--- src/logic/alarm_defines.svh ---
// Register offsets, field positions and reset values for the alarm pin setup logic.
`ifndef ALARM_DEFINES_SVH
`define ALARM_DEFINES_SVH
`define ADDR_W 8
`define ADDR_SETUP 8'h06
`define ADDR_STAT_A 8'h43
`define ADDR_STAT_B 8'h44
`define ADDR_CLEAR 8'h45
`define ADDR_IRQ_MASK 8'h46
`define SETUP_RESET 16'h0000
`define BIT_OT_LATCH 15
`define BIT_OT_DIS 14
`define BIT_SK_LATCH 13
`define BIT_SK_DIS 12
`define BIT_DG_LATCH 11
`define BIT_DG_DIS 10
`define BIT_CL_LATCH 9
`define BIT_CL_DIS 8
`define BIT_GD_LATCH 7
`define BIT_GD_DIS 6
`define SETUP_USED_MASK 16'hFFC0
`define SRC_OT 0
`define SRC_CL 1
`define SRC_GD 2
`define SRC_DG 3
`define SRC_SK 4
`define NSRC 5
`define ZERO5 5'h00
`define ZERO16 16'h0000
`endif

--- src/logic/alarm_pkg.sv ---
// Types shared by the alarm pin setup logic.
package alarm_pkg;
    typedef logic [15:0] word_t;
    typedef logic [4:0] src_t;
endpackage : alarm_pkg

--- src/logic/alarm_pin_setup_logic.sv ---
// Alarm pin setup register, alarm latching, open-drain alarm pins and interrupt.
// Functional notes
// - Software masks each alarm source on its own through the setup register at offset 0x6.
// - A masked source no longer pulls its open-drain pin.
// - Both alarm status registers at 0x43 and 0x44 record alarms whether masked or not.
// - Bit 15 high makes the over-temperature pin latched, low leaves it unlatched.
// - Bit 14 high disables the over-temperature pin, low keeps it enabled.
// - Bit 13 high latches the sense Kelvin alarm on the shared Kelvin pin.
// - Bit 12 high stops the sense Kelvin alarm from driving the shared Kelvin pin.
// - Bit 11 high latches the device-ground alarm on the shared Kelvin pin.
// - Bit 10 high stops the device-ground alarm from driving the shared Kelvin pin.
// - Setting the device-ground disable bit also switches off the ground sense pull-up.
// - Bit 9 high makes the clamp pin latched, low leaves it unlatched.
// - Bit 8 high disables the clamp pin, low keeps it enabled.
// - Bit 7 high latches the guard alarm on the shared Kelvin pin.
// - Bit 6 high stops the guard alarm from driving the shared Kelvin pin.
// - Guard, device-ground and sense Kelvin alarms, each gated, share one open-drain Kelvin pin.
`timescale 1ns/10ps
`include "alarm_defines.svh"
module alarm_pin_setup_logic (
    input wire logic clk_i,
    input wire logic nrst_i,
    input wire logic [`ADDR_W-1:0] addr_i,
    input wire alarm_pkg::word_t wdata_i,
    input wire logic wr_i,
    input wire logic rd_i,
    output alarm_pkg::word_t rdata_o,
    input wire logic overtemp_cond_i,
    input wire logic clamp_cond_i,
    input wire logic guard_cond_i,
    input wire logic device_ground_cond_i,
    input wire logic sense_kelvin_cond_i,
    output logic overtemp_alarm_out_o,
    output logic overtemp_alarm_out_oe_o,
    output logic clamp_alarm_out_o,
    output logic clamp_alarm_out_oe_o,
    output logic shared_kelvin_alarm_out_o,
    output logic shared_kelvin_alarm_out_oe_o,
    output logic device_ground_sense_in_pullup_en_o,
    output logic irq_o
);
    import alarm_pkg::*;

    word_t setup_ff;
    src_t held_ff;
    src_t irq_stat_ff;
    src_t irq_mask_ff;
    word_t rdata_ff;
    logic od_ot_ff;
    logic od_cl_ff;
    logic od_kel_ff;
    logic pull_ff;

    // Software-visible register decode.
    wire wr_setup = wr_i && (addr_i == `ADDR_SETUP);
    wire wr_clear = wr_i && (addr_i == `ADDR_CLEAR);
    wire wr_mask = wr_i && (addr_i == `ADDR_IRQ_MASK);
    wire rd_stat_a = rd_i && (addr_i == `ADDR_STAT_A);

    // Live conditions in source order.
    wire src_t live = {sense_kelvin_cond_i, device_ground_cond_i, guard_cond_i, clamp_cond_i, overtemp_cond_i};

    // Per-source latch and disable selections.
    wire src_t latch_en = {setup_ff[`BIT_SK_LATCH], setup_ff[`BIT_DG_LATCH], setup_ff[`BIT_GD_LATCH],
                           setup_ff[`BIT_CL_LATCH], setup_ff[`BIT_OT_LATCH]};
    wire src_t dis = {setup_ff[`BIT_SK_DIS], setup_ff[`BIT_DG_DIS], setup_ff[`BIT_GD_DIS],
                      setup_ff[`BIT_CL_DIS], setup_ff[`BIT_OT_DIS]};

    // Held alarms remember a condition until the clear register is written; a new event wins over the clear.
    wire src_t clr_bits = wr_clear ? wdata_i[`NSRC-1:0] : `ZERO5;
    wire src_t nxt_held = (held_ff & ~clr_bits) | live;

    // Pin level per source: the live condition, plus the held copy when latched, so both modes answer in one cycle.
    wire src_t flag = live | (latch_en & held_ff);
    wire src_t pin_req = flag & ~dis;

    wire nxt_od_ot = pin_req[`SRC_OT];
    wire nxt_od_cl = pin_req[`SRC_CL];
    wire nxt_od_kel = pin_req[`SRC_GD] | pin_req[`SRC_DG] | pin_req[`SRC_SK];
    wire nxt_pull = ~setup_ff[`BIT_DG_DIS];

    // Interrupt status is sticky and cleared by reading it; a set in the same cycle survives.
    wire src_t nxt_irq_stat = (rd_stat_a ? `ZERO5 : irq_stat_ff) | live;

    // Read mux; unmapped addresses read zero.
    wire word_t nxt_rdata = (addr_i == `ADDR_SETUP) ? setup_ff :
                            (addr_i == `ADDR_STAT_A) ? {11'h000, irq_stat_ff} :
                            (addr_i == `ADDR_STAT_B) ? {11'h000, held_ff} :
                            (addr_i == `ADDR_IRQ_MASK) ? {11'h000, irq_mask_ff} : `ZERO16;

    always_ff @(posedge clk_i) begin
        if (!nrst_i) begin
            setup_ff <= `SETUP_RESET;
        end else if (wr_setup) begin
            // Unused low bits are not stored, so they read as zero whatever the host writes.
            setup_ff <= wdata_i & `SETUP_USED_MASK;
        end
    end

    always_ff @(posedge clk_i) begin
        if (!nrst_i) begin
            held_ff <= `ZERO5;
            irq_stat_ff <= `ZERO5;
            irq_mask_ff <= `ZERO5;
            rdata_ff <= `ZERO16;
        end else begin
            held_ff <= nxt_held;
            irq_stat_ff <= nxt_irq_stat;
            irq_mask_ff <= wr_mask ? wdata_i[`NSRC-1:0] : irq_mask_ff;
            rdata_ff <= rd_i ? nxt_rdata : `ZERO16;
        end
    end

    always_ff @(posedge clk_i) begin
        if (!nrst_i) begin
            od_ot_ff <= 1'b0;
            od_cl_ff <= 1'b0;
            od_kel_ff <= 1'b0;
            pull_ff <= 1'b1;
        end else begin
            od_ot_ff <= nxt_od_ot;
            od_cl_ff <= nxt_od_cl;
            od_kel_ff <= nxt_od_kel;
            pull_ff <= nxt_pull;
        end
    end

    // Open-drain pins only ever drive low; the enable says when.
    assign overtemp_alarm_out_o = 1'b0;
    assign clamp_alarm_out_o = 1'b0;
    assign shared_kelvin_alarm_out_o = 1'b0;
    assign overtemp_alarm_out_oe_o = od_ot_ff;
    assign clamp_alarm_out_oe_o = od_cl_ff;
    assign shared_kelvin_alarm_out_oe_o = od_kel_ff;
    assign device_ground_sense_in_pullup_en_o = pull_ff;
    assign rdata_o = rdata_ff;
    assign irq_o = |(irq_stat_ff & irq_mask_ff);
endmodule : alarm_pin_setup_logic

--- config.mk ---
export PLATFORM = sky130hd
export DESIGN_NAME = alarm_pin_setup_logic
export DESIGN_NICKNAME = d
export VERILOG_FILES = /design/src/logic/alarm_pkg.sv /design/src/logic/alarm_pin_setup_logic.sv
export VERILOG_INCLUDE_DIRS = /design/src /design/src/logic
export SDC_FILE = /design/constraint.sdc
export NUM_CORES = 1
export LEC_CHECK = 0
export BUFFER_PORTS_ARGS = -buffer_cell sky130_fd_sc_hd__buf_4
export CORE_MARGIN = 1
export CORE_UTILIZATION = 30
export CTS_BUF_LIST = sky130_fd_sc_hd__clkbuf_8
export DETAILED_ROUTE_END_ITERATION = 6
export HOLD_SLACK_MARGIN = 0.02
export SETUP_SLACK_MARGIN = 0.2
export SLEW_MARGIN = 30
export SYNTH_ARGS = -nofsm -noshare
export SYNTH_HDL_FRONTEND = slang
export SYNTH_SLANG_ARGS = --single-unit
--- constraint.sdc ---
create_clock -name clk_i -period 1.2 [get_ports clk_i]
set_input_delay 0.18 -clock clk_i [delete_from_list [all_inputs] [get_ports clk_i]]
set_output_delay 0.18 -clock clk_i [all_outputs]
set_load 0.02 [all_outputs]
==> results.md, run 1 <==
* Run status: finished, violations left
* Violations in the final reports: negative setup slack
* Insertion delay of the later-clocked pin in the worst-skew pair at 0.29 ns
* Cell-by-cell trace of the critical path: a222oi_1 -> nand2_1 -> buf_6
* Most numerous cell types in the synthesized netlist: sky130_fd_sc_hd__dfxtp_1, sky130_fd_sc_hd__nand2_1, sky130_fd_sc_hd__mux2i_1
* Proportion of netlist area held by the largest area contributor at 49.1%
* PwrDens at 1090 mW/mm^2
* TritonCTS clock tree: built
* Hold Crit Class: input pin to flop
* Crit path setup slack, layout at -0.196 ns
* Routability congestion estimate from global placement at 0.795
* # setup viols final at 1
* Clock network power share at 34.1%
* Arrival @ worst endpoint at 1.22 ns
* Flop pwr share at 55.2%
* Final Critical Period at 1.40 ns
* Proportion of layout cells with a drive suffix above 1 at 39.3%
* Startpoint of the most critical register-to-register path: irq_mask_ff[3]
* Total of buffers placed on input and output ports at 51
* Gate count after technology mapping at 185
* Inst Count DP at 313
* Placement Cell Area at 0.00233 sq mm
* Total count of hold-check failures in the final report at 0
* Area growth from synthesis to final layout at 40.0%
* Number of DRC violations after detailed-routing iteration 0 at 53
* Largest fanout on the critical path at 2
* Die Footprint at 0.00630 sq mm
* Sink Count at 44
* Number of top-level pins at 57
* Pleak at 1.10 nW
* Setup repair after global routing missed its margin: yes
* Register bit total from synthesis at 44
* Post-Route Skew at 0.00793 ns
* Share of flip-flops with an asynchronous set or reset at 0%
* Number of antenna violations at the first check in global routing at 0
* Cell family with most CP delay: flip-flops
* Net switching fraction of the power at 23.5%
* Number of buffers and inverters on the critical path at 1
* Synth area leaders: sky130_fd_sc_hd__dfxtp_1, sky130_fd_sc_hd__mux2i_1, sky130_fd_sc_hd__nand2_1
* Total number of yosys warnings at 0
* Site row count at 27
* Final critical-path share of the clock period at 116%
* Core ar. at 0.00564 sq mm
* Mean routed wirelength per cell at 13.5 um
* Crit path from: irq_mask_ff[3]
* Final routed wirelength across all metal layers at 4380 um
* Share of the yosys chip area belonging to registers at 49.1%
* Residual DRC at 0
* Post-DP HPWL at 3220 um
* Clk Tree Root Cell: sky130_fd_sc_hd__clkbuf_8
* Max-slew violation total from the final report at 0
* Vias in the first global route at 1454
* Average instance area after synthesis at 9.71 sq um
* First-pass iteration count of the detailed router at 4
* Layout Nets at 284
* Netlist cell types at 31
* CTS clk-pin slew, worst paths at 0.08 ns
* Yosys top cell by area: sky130_fd_sc_hd__dfxtp_1
* Maximum number of pins on one net before global-route repair at 25
* Number of inserted diodes at 0
* Worst Path Class, Setup: flop to primary output
* Worst stage delay on the critical path at 0.33 ns
* Most frequently used cell type in the post-synthesis netlist: sky130_fd_sc_hd__dfxtp_1
* EDFF count, synth at 0
* Post-route insts no fill at 324
* Power spent charging and discharging nets at 644 uW
* Required time worst endpoint at 1.02 ns
* Pre-CTS setup slack at -0.282 ns
* Part of the total power dissipated in combinational logic at 10.7%
* Vias after detailed routing at 1553
* Die extent in y at 79.4 um
* Residual overflow from global routing at 0
* Tot GR Track Use at 14.5%
* Non-Filler Cell Area, Final at 0.00251 sq mm
* Post-synthesis instance area at 0.00180 sq mm
* Kind of capture point of the worst setup path: primary output
* TritonCTS buffer count at 5
* Worst hold start: wdata_i[2]
* Worst-case vdd ir drop at 0.000532 V
* Starting Density at 31.8%
* Width of the die at 79.4 um
* Level count of the clock H-tree at 2
* Via density at 4.79
* Antenna-violating nets left at 0
* Primary FF master, synth: sky130_fd_sc_hd__dfxtp_1
* # fillers at 572
* Internal power of the cells at 2.09 mW
* Overall power at 2.74 mW
* Standard cell with the maximum stage delay on the critical path: sky130_fd_sc_hd__dfxtp_2
* Max capacitance violation total at 0
* Max Clock Freq at 716 MHz
* Setup TNS after final layout at -0.196 ns
* Nature of the critical path startpoint: flop
* Largest buffer count on any clock path at 2
* First-pass GRT wire length at 6960 um
what timing repair did:
| action | 4_1_cts | 5_1_grt |
|---|---|---|
| resized for setup | 20 | 3 |
| cloned | 1 | 0 |
| setup endpoints to repair | 37 | 33 |
| setup buffers | 2 | 0 |
| hold buffers | 0 | 0 |
| pin swaps | 11 | 2 |
power groups by stage:
stage | registers (mW) | clock network [mW] | logic [mW]
global route | 1.52 | 1.02 | 0.318
CTS | 1.51 | 0.947 | 0.291
global placement | 1.55 | 0 | 0.280
detailed placement | 1.55 | 0 | 0.282
finish | 1.51 | 0.934 | 0.292
floorplan | 1.55 | 0 | 0.133
metrics by stage:
stage	hold slack, ns	util, %
2_1_floorplan	0.281	-
3_3_place_gp	0.402	41.3
3_5_place_dp	0.402	41.3
4_1_cts	0.0907	44.4
5_1_grt	0.0980	44.6
6_report	0.0936	44.6
registers in the layout (all words and copies together), names as in the netlist:
register and flops:
clamp_alarm_out_oe_o 1, rdata_o 15, device_ground_sense_in_pullup_en_o 1, setup_ff 10, held_ff 5, irq_mask_ff 5
irq_stat_ff 5, shared_kelvin_alarm_out_oe_o 1, overtemp_alarm_out_oe_o 1
placed cells by master (no fill, tap or decap), types with 2 or more instances in the layout:
master / count
sky130_fd_sc_hd__buf_4: 61
sky130_fd_sc_hd__dfxtp_1: 43
sky130_fd_sc_hd__nand2_1: 32
sky130_fd_sc_hd__mux2i_1: 15
sky130_fd_sc_hd__o21ai_0: 10
sky130_fd_sc_hd__nand3_1: 10
sky130_fd_sc_hd__inv_1: 8
sky130_fd_sc_hd__and2_1: 6
sky130_fd_sc_hd__clkbuf_8: 6
sky130_fd_sc_hd__buf_6: 6
sky130_fd_sc_hd__a41oi_1: 5
sky130_fd_sc_hd__a31oi_1: 5
sky130_fd_sc_hd__mux2_2: 5
sky130_fd_sc_hd__a21oi_2: 5
sky130_fd_sc_hd__and2_4: 5
sky130_fd_sc_hd__a21oi_1: 5
sky130_fd_sc_hd__nor3b_1: 4
sky130_fd_sc_hd__conb_1: 4
sky130_fd_sc_hd__nor3_4: 2
final cells by class:
cell class | instances | area [sq um] | area share [%]
clock buffer | 6 | 82.6 | 3.29
clock inverter | 2 | 7.51 | 0.299
inverter | 6 | 22.5 | 0.896
multi-input combinational | 125 | 868 | 34.5
sequential | 44 | 882 | 35.1
tap | 72 | 90.1 | 3.58
timing repair buffer | 69 | 561 | 22.3
metal layers:
metal | vias to the layer above | part of all wire [%] | global-route usage [%]
met5 | - | 0 | 0
met4 | 0 | 0.78 | 4.00
met3 | 4 | 7.9 | 4.48
met2 | 56 | 48 | 24.1
met1 | 719 | 44 | 18.0
li1 | 774 | - | -
logic make-up (layout without fill, tap and decap cells):
| kind of cell | after synthesis | after routing | share of synthesized area [%] |
|---|---|---|---|
| AO/OA/AOI/OAI | 35 | 35 | 11.9 |
| other | 1 | 4 | 0.209 |
| buffers and inverters | 19 | 83 | 5.50 |
| multiplexers | 20 | 20 | 11.5 |
| AND/OR/NAND/NOR | 66 | 66 | 21.8 |
| flip-flops | 44 | 44 | 49.1 |
path summary, 6_finish.rpt:
kind              slack (ns)                                  to  depth (start not counted)
setup / recovery       -0.20                               irq_o                          3
hold / removal          0.09                          held_ff[2]                          2
setup reg to reg        0.22                          rdata_o[3]                          4
hold reg to reg         0.43  device_ground_sense_in_pullup_en_o                          1
(Power assumes the default switching activity.)
==> inputs of run 2 (changes only) <==
- CTS_BUF_LIST: sky130_fd_sc_hd__clkbuf_8 -> default
- MAX_ROUTING_LAYER: default -> met4
==> results.md, run 2 (synthesis gave the netlist of run 1 again) <==
* Post-DP HPWL at 3220 um
* Core ar. at 0.00564 sq mm
* Vias after detailed routing at 1549
* Kind of capture point of the worst setup path: primary output
* Crit path setup slack, layout at -0.197 ns
* Antenna-violating nets left at 0
* Overall power at 2.75 mW
* Layout Nets at 284
* Required time worst endpoint at 1.02 ns
* Max-slew violation total from the final report at 0
* Violations in the final reports: negative setup slack
* Via density at 4.78
* Standard cell with the maximum stage delay on the critical path: sky130_fd_sc_hd__dfxtp_2
* Level count of the clock H-tree at 2
* Tot GR Track Use at 14.9%
* TritonCTS buffer count at 5
* Clock network power share at 34.4%
* Met3 Track Usage GR at 4.48%
* Residual DRC at 0
* TritonCTS clock tree: built
* Final Critical Period at 1.40 ns
* Post-route insts no fill at 324
* Worst stage delay on the critical path at 0.33 ns
* Starting Density at 31.8%
* PwrDens at 1100 mW/mm^2
* Non-Filler Cell Area, Final at 0.00251 sq mm
* Cell-by-cell trace of the critical path: a222oi_1 -> nand2_1 -> buf_6
* Setup repair after global routing missed its margin: yes
* Final routed wirelength across all metal layers at 4380 um
* Die Footprint at 0.00630 sq mm
* Inst Count DP at 313
* Nature of the critical path startpoint: flop
* Max capacitance violation total at 0
* Worst hold slack at 0.0937 ns
* Die extent in y at 79.4 um
* Proportion of layout cells with a drive suffix above 1 at 39.3%
* Setup TNS after final layout at -0.197 ns
* Total count of hold-check failures in the final report at 0
* Worst Path Class, Setup: flop to primary output
* Vias in the first global route at 1450
* Placement Cell Area at 0.00233 sq mm
* Routability congestion estimate from global placement at 0.807
* First-pass GRT wire length at 6960 um
* Mean routed wirelength per cell at 13.5 um
* Arrival @ worst endpoint at 1.22 ns
* Number of antenna violations at the first check in global routing at 0
* Crit Reg-Reg Endpoint: rdata_o[3]
* Number of inserted diodes at 0
* Flop pwr share at 55.0%
* Site row count at 27
* Max Clock Freq at 716 MHz
* Total of buffers placed on input and output ports at 51
* Net switching fraction of the power at 23.3%
* Pleak at 1.09 nW
* Number of buffers added to fix hold violations after cts at 0
* Met2 usage at 24.0%
* Number of DRC violations after detailed-routing iteration 0 at 79
* Run status: finished, violations left
* # setup viols final at 1
* Startpoint of the most critical register-to-register path: irq_mask_ff[3]
* Grt met1 use at 18.2%
* Crit path depth at 3
* First-pass iteration count of the detailed router at 4
* Capturing instance or port of the critical path: irq_o
* Residual overflow from global routing at 0
* Largest buffer count on any clock path at 2
* Largest fanout on the critical path at 2
* Worst-case vdd ir drop at 0.000532 V
* Crit path from: irq_mask_ff[3]
* Number of buffers and inverters on the critical path at 1
* Number of top-level pins at 57
* Commonest non-fill, non-tap cell in the layout: sky130_fd_sc_hd__buf_4
* Width of the die at 79.4 um
* Cell family with most CP delay: flip-flops
* Sink Count at 44
* Part of the total power dissipated in combinational logic at 10.6%
* Clk Tree Root Cell: sky130_fd_sc_hd__clkbuf_8
* Power spent charging and discharging nets at 641 uW
* Internal power of the cells at 2.11 mW
* Hold Crit Class: input pin to flop
* Final critical-path share of the clock period at 116%
* Top library cells by usage in the layout, fill and taps aside: sky130_fd_sc_hd__buf_4, sky130_fd_sc_hd__dfxtp_1, sky130_fd_sc_hd__nand2_1
* Area growth from synthesis to final layout at 40.0%
* Insertion delay of the later-clocked pin in the worst-skew pair at 0.29 ns
* CTS clk-pin slew, worst paths at 0.08 ns
* Maximum number of pins on one net before global-route repair at 25
* Post-Route Skew at 0.00834 ns
* Busiest grt layer: met2
* Logic depth of the worst register-to-register path at 4
* Worst reg-to-reg setup slack at 0.22 ns
* Flip-flop count of the largest register after layout at 15
-- run 2: cell count changes in the layout (fill, tap and decap cells not counted) --
cell	delta
sky130_fd_sc_hd__inv_1	-2
sky130_fd_sc_hd__clkbuf_1	+2
-- run 2: stage by stage --
stage | util [%] | setup slack, ns
after CTS | 44.4 | -0.211
after global routing | 44.6 | -0.272
final | 44.6 | -0.197
after floorplan | - | -0.0773
after detailed placement | 41.3 | -0.282
after global placement | 41.3 | -0.256
-- run 2: what timing repair did --
action | 4_1_cts | 5_1_grt
buffers inserted | 2 | 0
cloned | 1 | 0
resized for setup | 20 | 3
setup endpoints to repair | 37 | 33
pin swaps | 11 | 2
-- run 2: worst reg2reg max path, cell delays in order (launching register included) --
cell and delay [ns]:
sky130_fd_sc_hd__dfxtp_2 0.33, sky130_fd_sc_hd__buf_4 0.13, sky130_fd_sc_hd__mux2_2 0.26, sky130_fd_sc_hd__nand3_1 0.11, sky130_fd_sc_hd__a21oi_2 0.06
-- run 2: layout make-up --
class / instances / area [sq um]
clock buffers: 8 / 90.1
fillers: 572 / 3130
inverters: 6 / 22.5
multi-input cells: 125 / 868
flip-flops and latches: 44 / 882
well taps: 72 / 90.1
repair buffers: 69 / 561
-- run 2: how the worst min path moves through the flow --
stage | startpoint | end | slack (ns) | depth (start not counted)
finish | wdata_i[2] | held_ff[2] | 0.09 | 2
global route | wdata_i[2] | held_ff[2] | 0.1 | 2
CTS | wdata_i[2] | held_ff[2] | 0.09 | 2
detailed placement | wdata_i[0] | held_ff[0] | 0.40 | 2
global placement | wdata_i[0] | held_ff[0] | 0.40 | 2
floorplan | rd_i | irq_stat_ff[0] | 0.28 | 1
-- run 2: per-layer routing --
layer,share of wire (%),vias up
li1,-,774
met5,0,-
met2,47,55
met3,7.4,4
met1,45,716
met4,0.71,0
-- run 2: power groups by stage --
stage                     Clock (mW)  Sequential (mW)  Combinational [mW]
final                          0.948             1.51               0.291
after CTS                      0.963             1.51               0.291
after global routing            1.05             1.52               0.318
after detailed placement           0             1.55               0.282
after floorplan                    0             1.55               0.133
after global placement             0             1.55               0.280
==> inputs of run 3 (changes only) <==
- CTS_BUF_LIST: default -> sky130_fd_sc_hd__clkbuf_16
==> results.md, run 3 (synthesis gave the netlist of run 1 again) <==
* Run status: finished, violations left
* Violations in the final reports: negative setup slack
* Met2 usage at 23.9%
* Worst-case vdd ir drop at 0.000571 V
* Layout Nets at 284
* Post-DP HPWL at 3220 um
* Area growth from synthesis to final layout at 44.3%
* Routability congestion estimate from global placement at 0.807
* Number of buffers and inverters on the critical path at 1
* Power spent charging and discharging nets at 685 uW
* Worst reg-to-reg setup slack at 0.22 ns
* Max-slew violation total from the final report at 0
* Net switching fraction of the power at 22.2%
* Clk Tree Root Cell: sky130_fd_sc_hd__clkbuf_16
* Clock network power share at 41.0%
* Sink Count at 44
* Die Footprint at 0.00630 sq mm
* Kind of capture point of the worst setup path: primary output
* Flip-flop count of the largest register after layout at 15
* Flop pwr share at 49.2%
* Total count of hold-check failures in the final report at 0
* Internal power of the cells at 2.40 mW
* PwrDens at 1190 mW/mm^2
* Number of DRC violations after detailed-routing iteration 0 at 61
* Core ar. at 0.00564 sq mm
* Number of antenna violations at the first check in global routing at 0
* Insertion delay of the later-clocked pin in the worst-skew pair at 0.28 ns
* Site row count at 27
* Max Clock Freq at 728 MHz
* Pleak at 1.12 nW
* Crit path setup slack, layout at -0.173 ns
* Cell-by-cell trace of the critical path: a222oi_1 -> nand2_1 -> buf_6
* Pre-CTS setup slack at -0.282 ns
* Largest buffer count on any clock path at 2
* Required time worst endpoint at 1.02 ns
* Top library cells by usage in the layout, fill and taps aside: sky130_fd_sc_hd__buf_4, sky130_fd_sc_hd__dfxtp_1, sky130_fd_sc_hd__nand2_1
* Non-Filler Cell Area, Final at 0.00259 sq mm
* Post-Route Skew at 0.00519 ns
* TritonCTS clock tree: built
* Arrival @ worst endpoint at 1.19 ns
* Number of inserted diodes at 0
* Worst hold start: wdata_i[0]
* Die extent in y at 79.4 um
* Part of the total power dissipated in combinational logic at 9.8%
* Proportion of layout cells with a drive suffix above 1 at 39.7%
* Placement Cell Area at 0.00233 sq mm
* Nature of the critical path startpoint: flop
* Level count of the clock H-tree at 2
* Overall power at 3.08 mW
* First-pass GRT wire length at 6960 um
* Worst stage delay on the critical path at 0.32 ns
* Starting Density at 31.8%
* Largest fanout on the critical path at 2
* Cell family with most CP delay: flip-flops
* Max capacitance violation total at 0
* Residual DRC at 0
* CTS clk-pin slew, worst paths at 0.06 ns
* Via density at 4.83
* # setup viols final at 2
* Startpoint of the most critical register-to-register path: irq_mask_ff[3]
* TritonCTS buffer count at 5
* Worst Path Class, Setup: flop to primary output
* Residual overflow from global routing at 0
* Final routed wirelength across all metal layers at 4390 um
* Commonest non-fill, non-tap cell in the layout: sky130_fd_sc_hd__buf_4
* Maximum number of pins on one net before global-route repair at 25
* First-pass iteration count of the detailed router at 4
* Final Critical Period at 1.37 ns
* Vias after detailed routing at 1564
* Total of buffers placed on input and output ports at 51
* Standard cell with the maximum stage delay on the critical path: sky130_fd_sc_hd__dfxtp_2
* Vias in the first global route at 1450
* Number of top-level pins at 57
* Mean routed wirelength per cell at 13.5 um
* Setup repair after global routing missed its margin: yes
* Busiest grt layer: met2
* Hold Crit Class: input pin to flop
* Final critical-path share of the clock period at 114%
* Met3 Track Usage GR at 4.14%
* Grt met1 use at 18.4%
* Crit path from: irq_mask_ff[3]
* Tot GR Track Use at 15.0%
* Antenna-violating nets left at 0
* Final Core Density at 45.9%
* Width of the die at 79.4 um
run 3: power by group through the flow:
stage / combinational (mW) / sequential, mW / clock [mW]
3_5_place_dp: 0.282 / 1.55 / 0
4_1_cts: 0.292 / 1.51 / 1.28
2_1_floorplan: 0.133 / 1.55 / 0
6_report: 0.302 / 1.51 / 1.26
3_3_place_gp: 0.280 / 1.55 / 0
5_1_grt: 0.328 / 1.52 / 1.37
run 3: final timing paths:
check	cells past startpoint	end
hold / removal	2	held_ff[0]
hold reg to reg	1	device_ground_sense_in_pullup_en_o
setup reg to reg	4	rdata_o[3]
setup / recovery	3	irq_o
run 3: per-stage QoR:
| step | instances | TNS [ns] | hold slack, ns |
|---|---|---|---|
| final | 324 | -0.179 | 0.134 |
| after floorplan | 188 | -0.773 | 0.281 |
| after CTS | 324 | -0.187 | 0.112 |
| after global placement | 313 | -8.60 | 0.402 |
| after global routing | 324 | -0.351 | 0.133 |
| after detailed placement | 313 | -9.25 | 0.402 |
run 3: per-layer routing:
metal  part of all wire, %  vias to the layer above
met5                     0                        -
met4                  0.91                        0
met3                   6.0                        4
met2                    49                       49
met1                    44                      738
li1                      -                      773
run 3: final cells by class:
| type | count | area [sq um] |
|---|---|---|
| Tap cell | 72 | 90.1 |
| Clock inverter | 3 | 11.3 |
| Sequential cell | 44 | 882 |
| Timing Repair Buffer | 69 | 561 |
| Multi-Input combinational cell | 125 | 898 |
| Inverter | 6 | 22.5 |
| Clock buffer | 5 | 125 |
| Fill cell | 552 | 3050 |
run 3: what timing repair did:
item | in CTS | in global routing
cloned | 1 | 0
pin swaps | 11 | 6
setup endpoints to repair | 41 | 36
setup buffers | 2 | 0
gates resized for setup | 19 | 6
hold buffers | 0 | 0
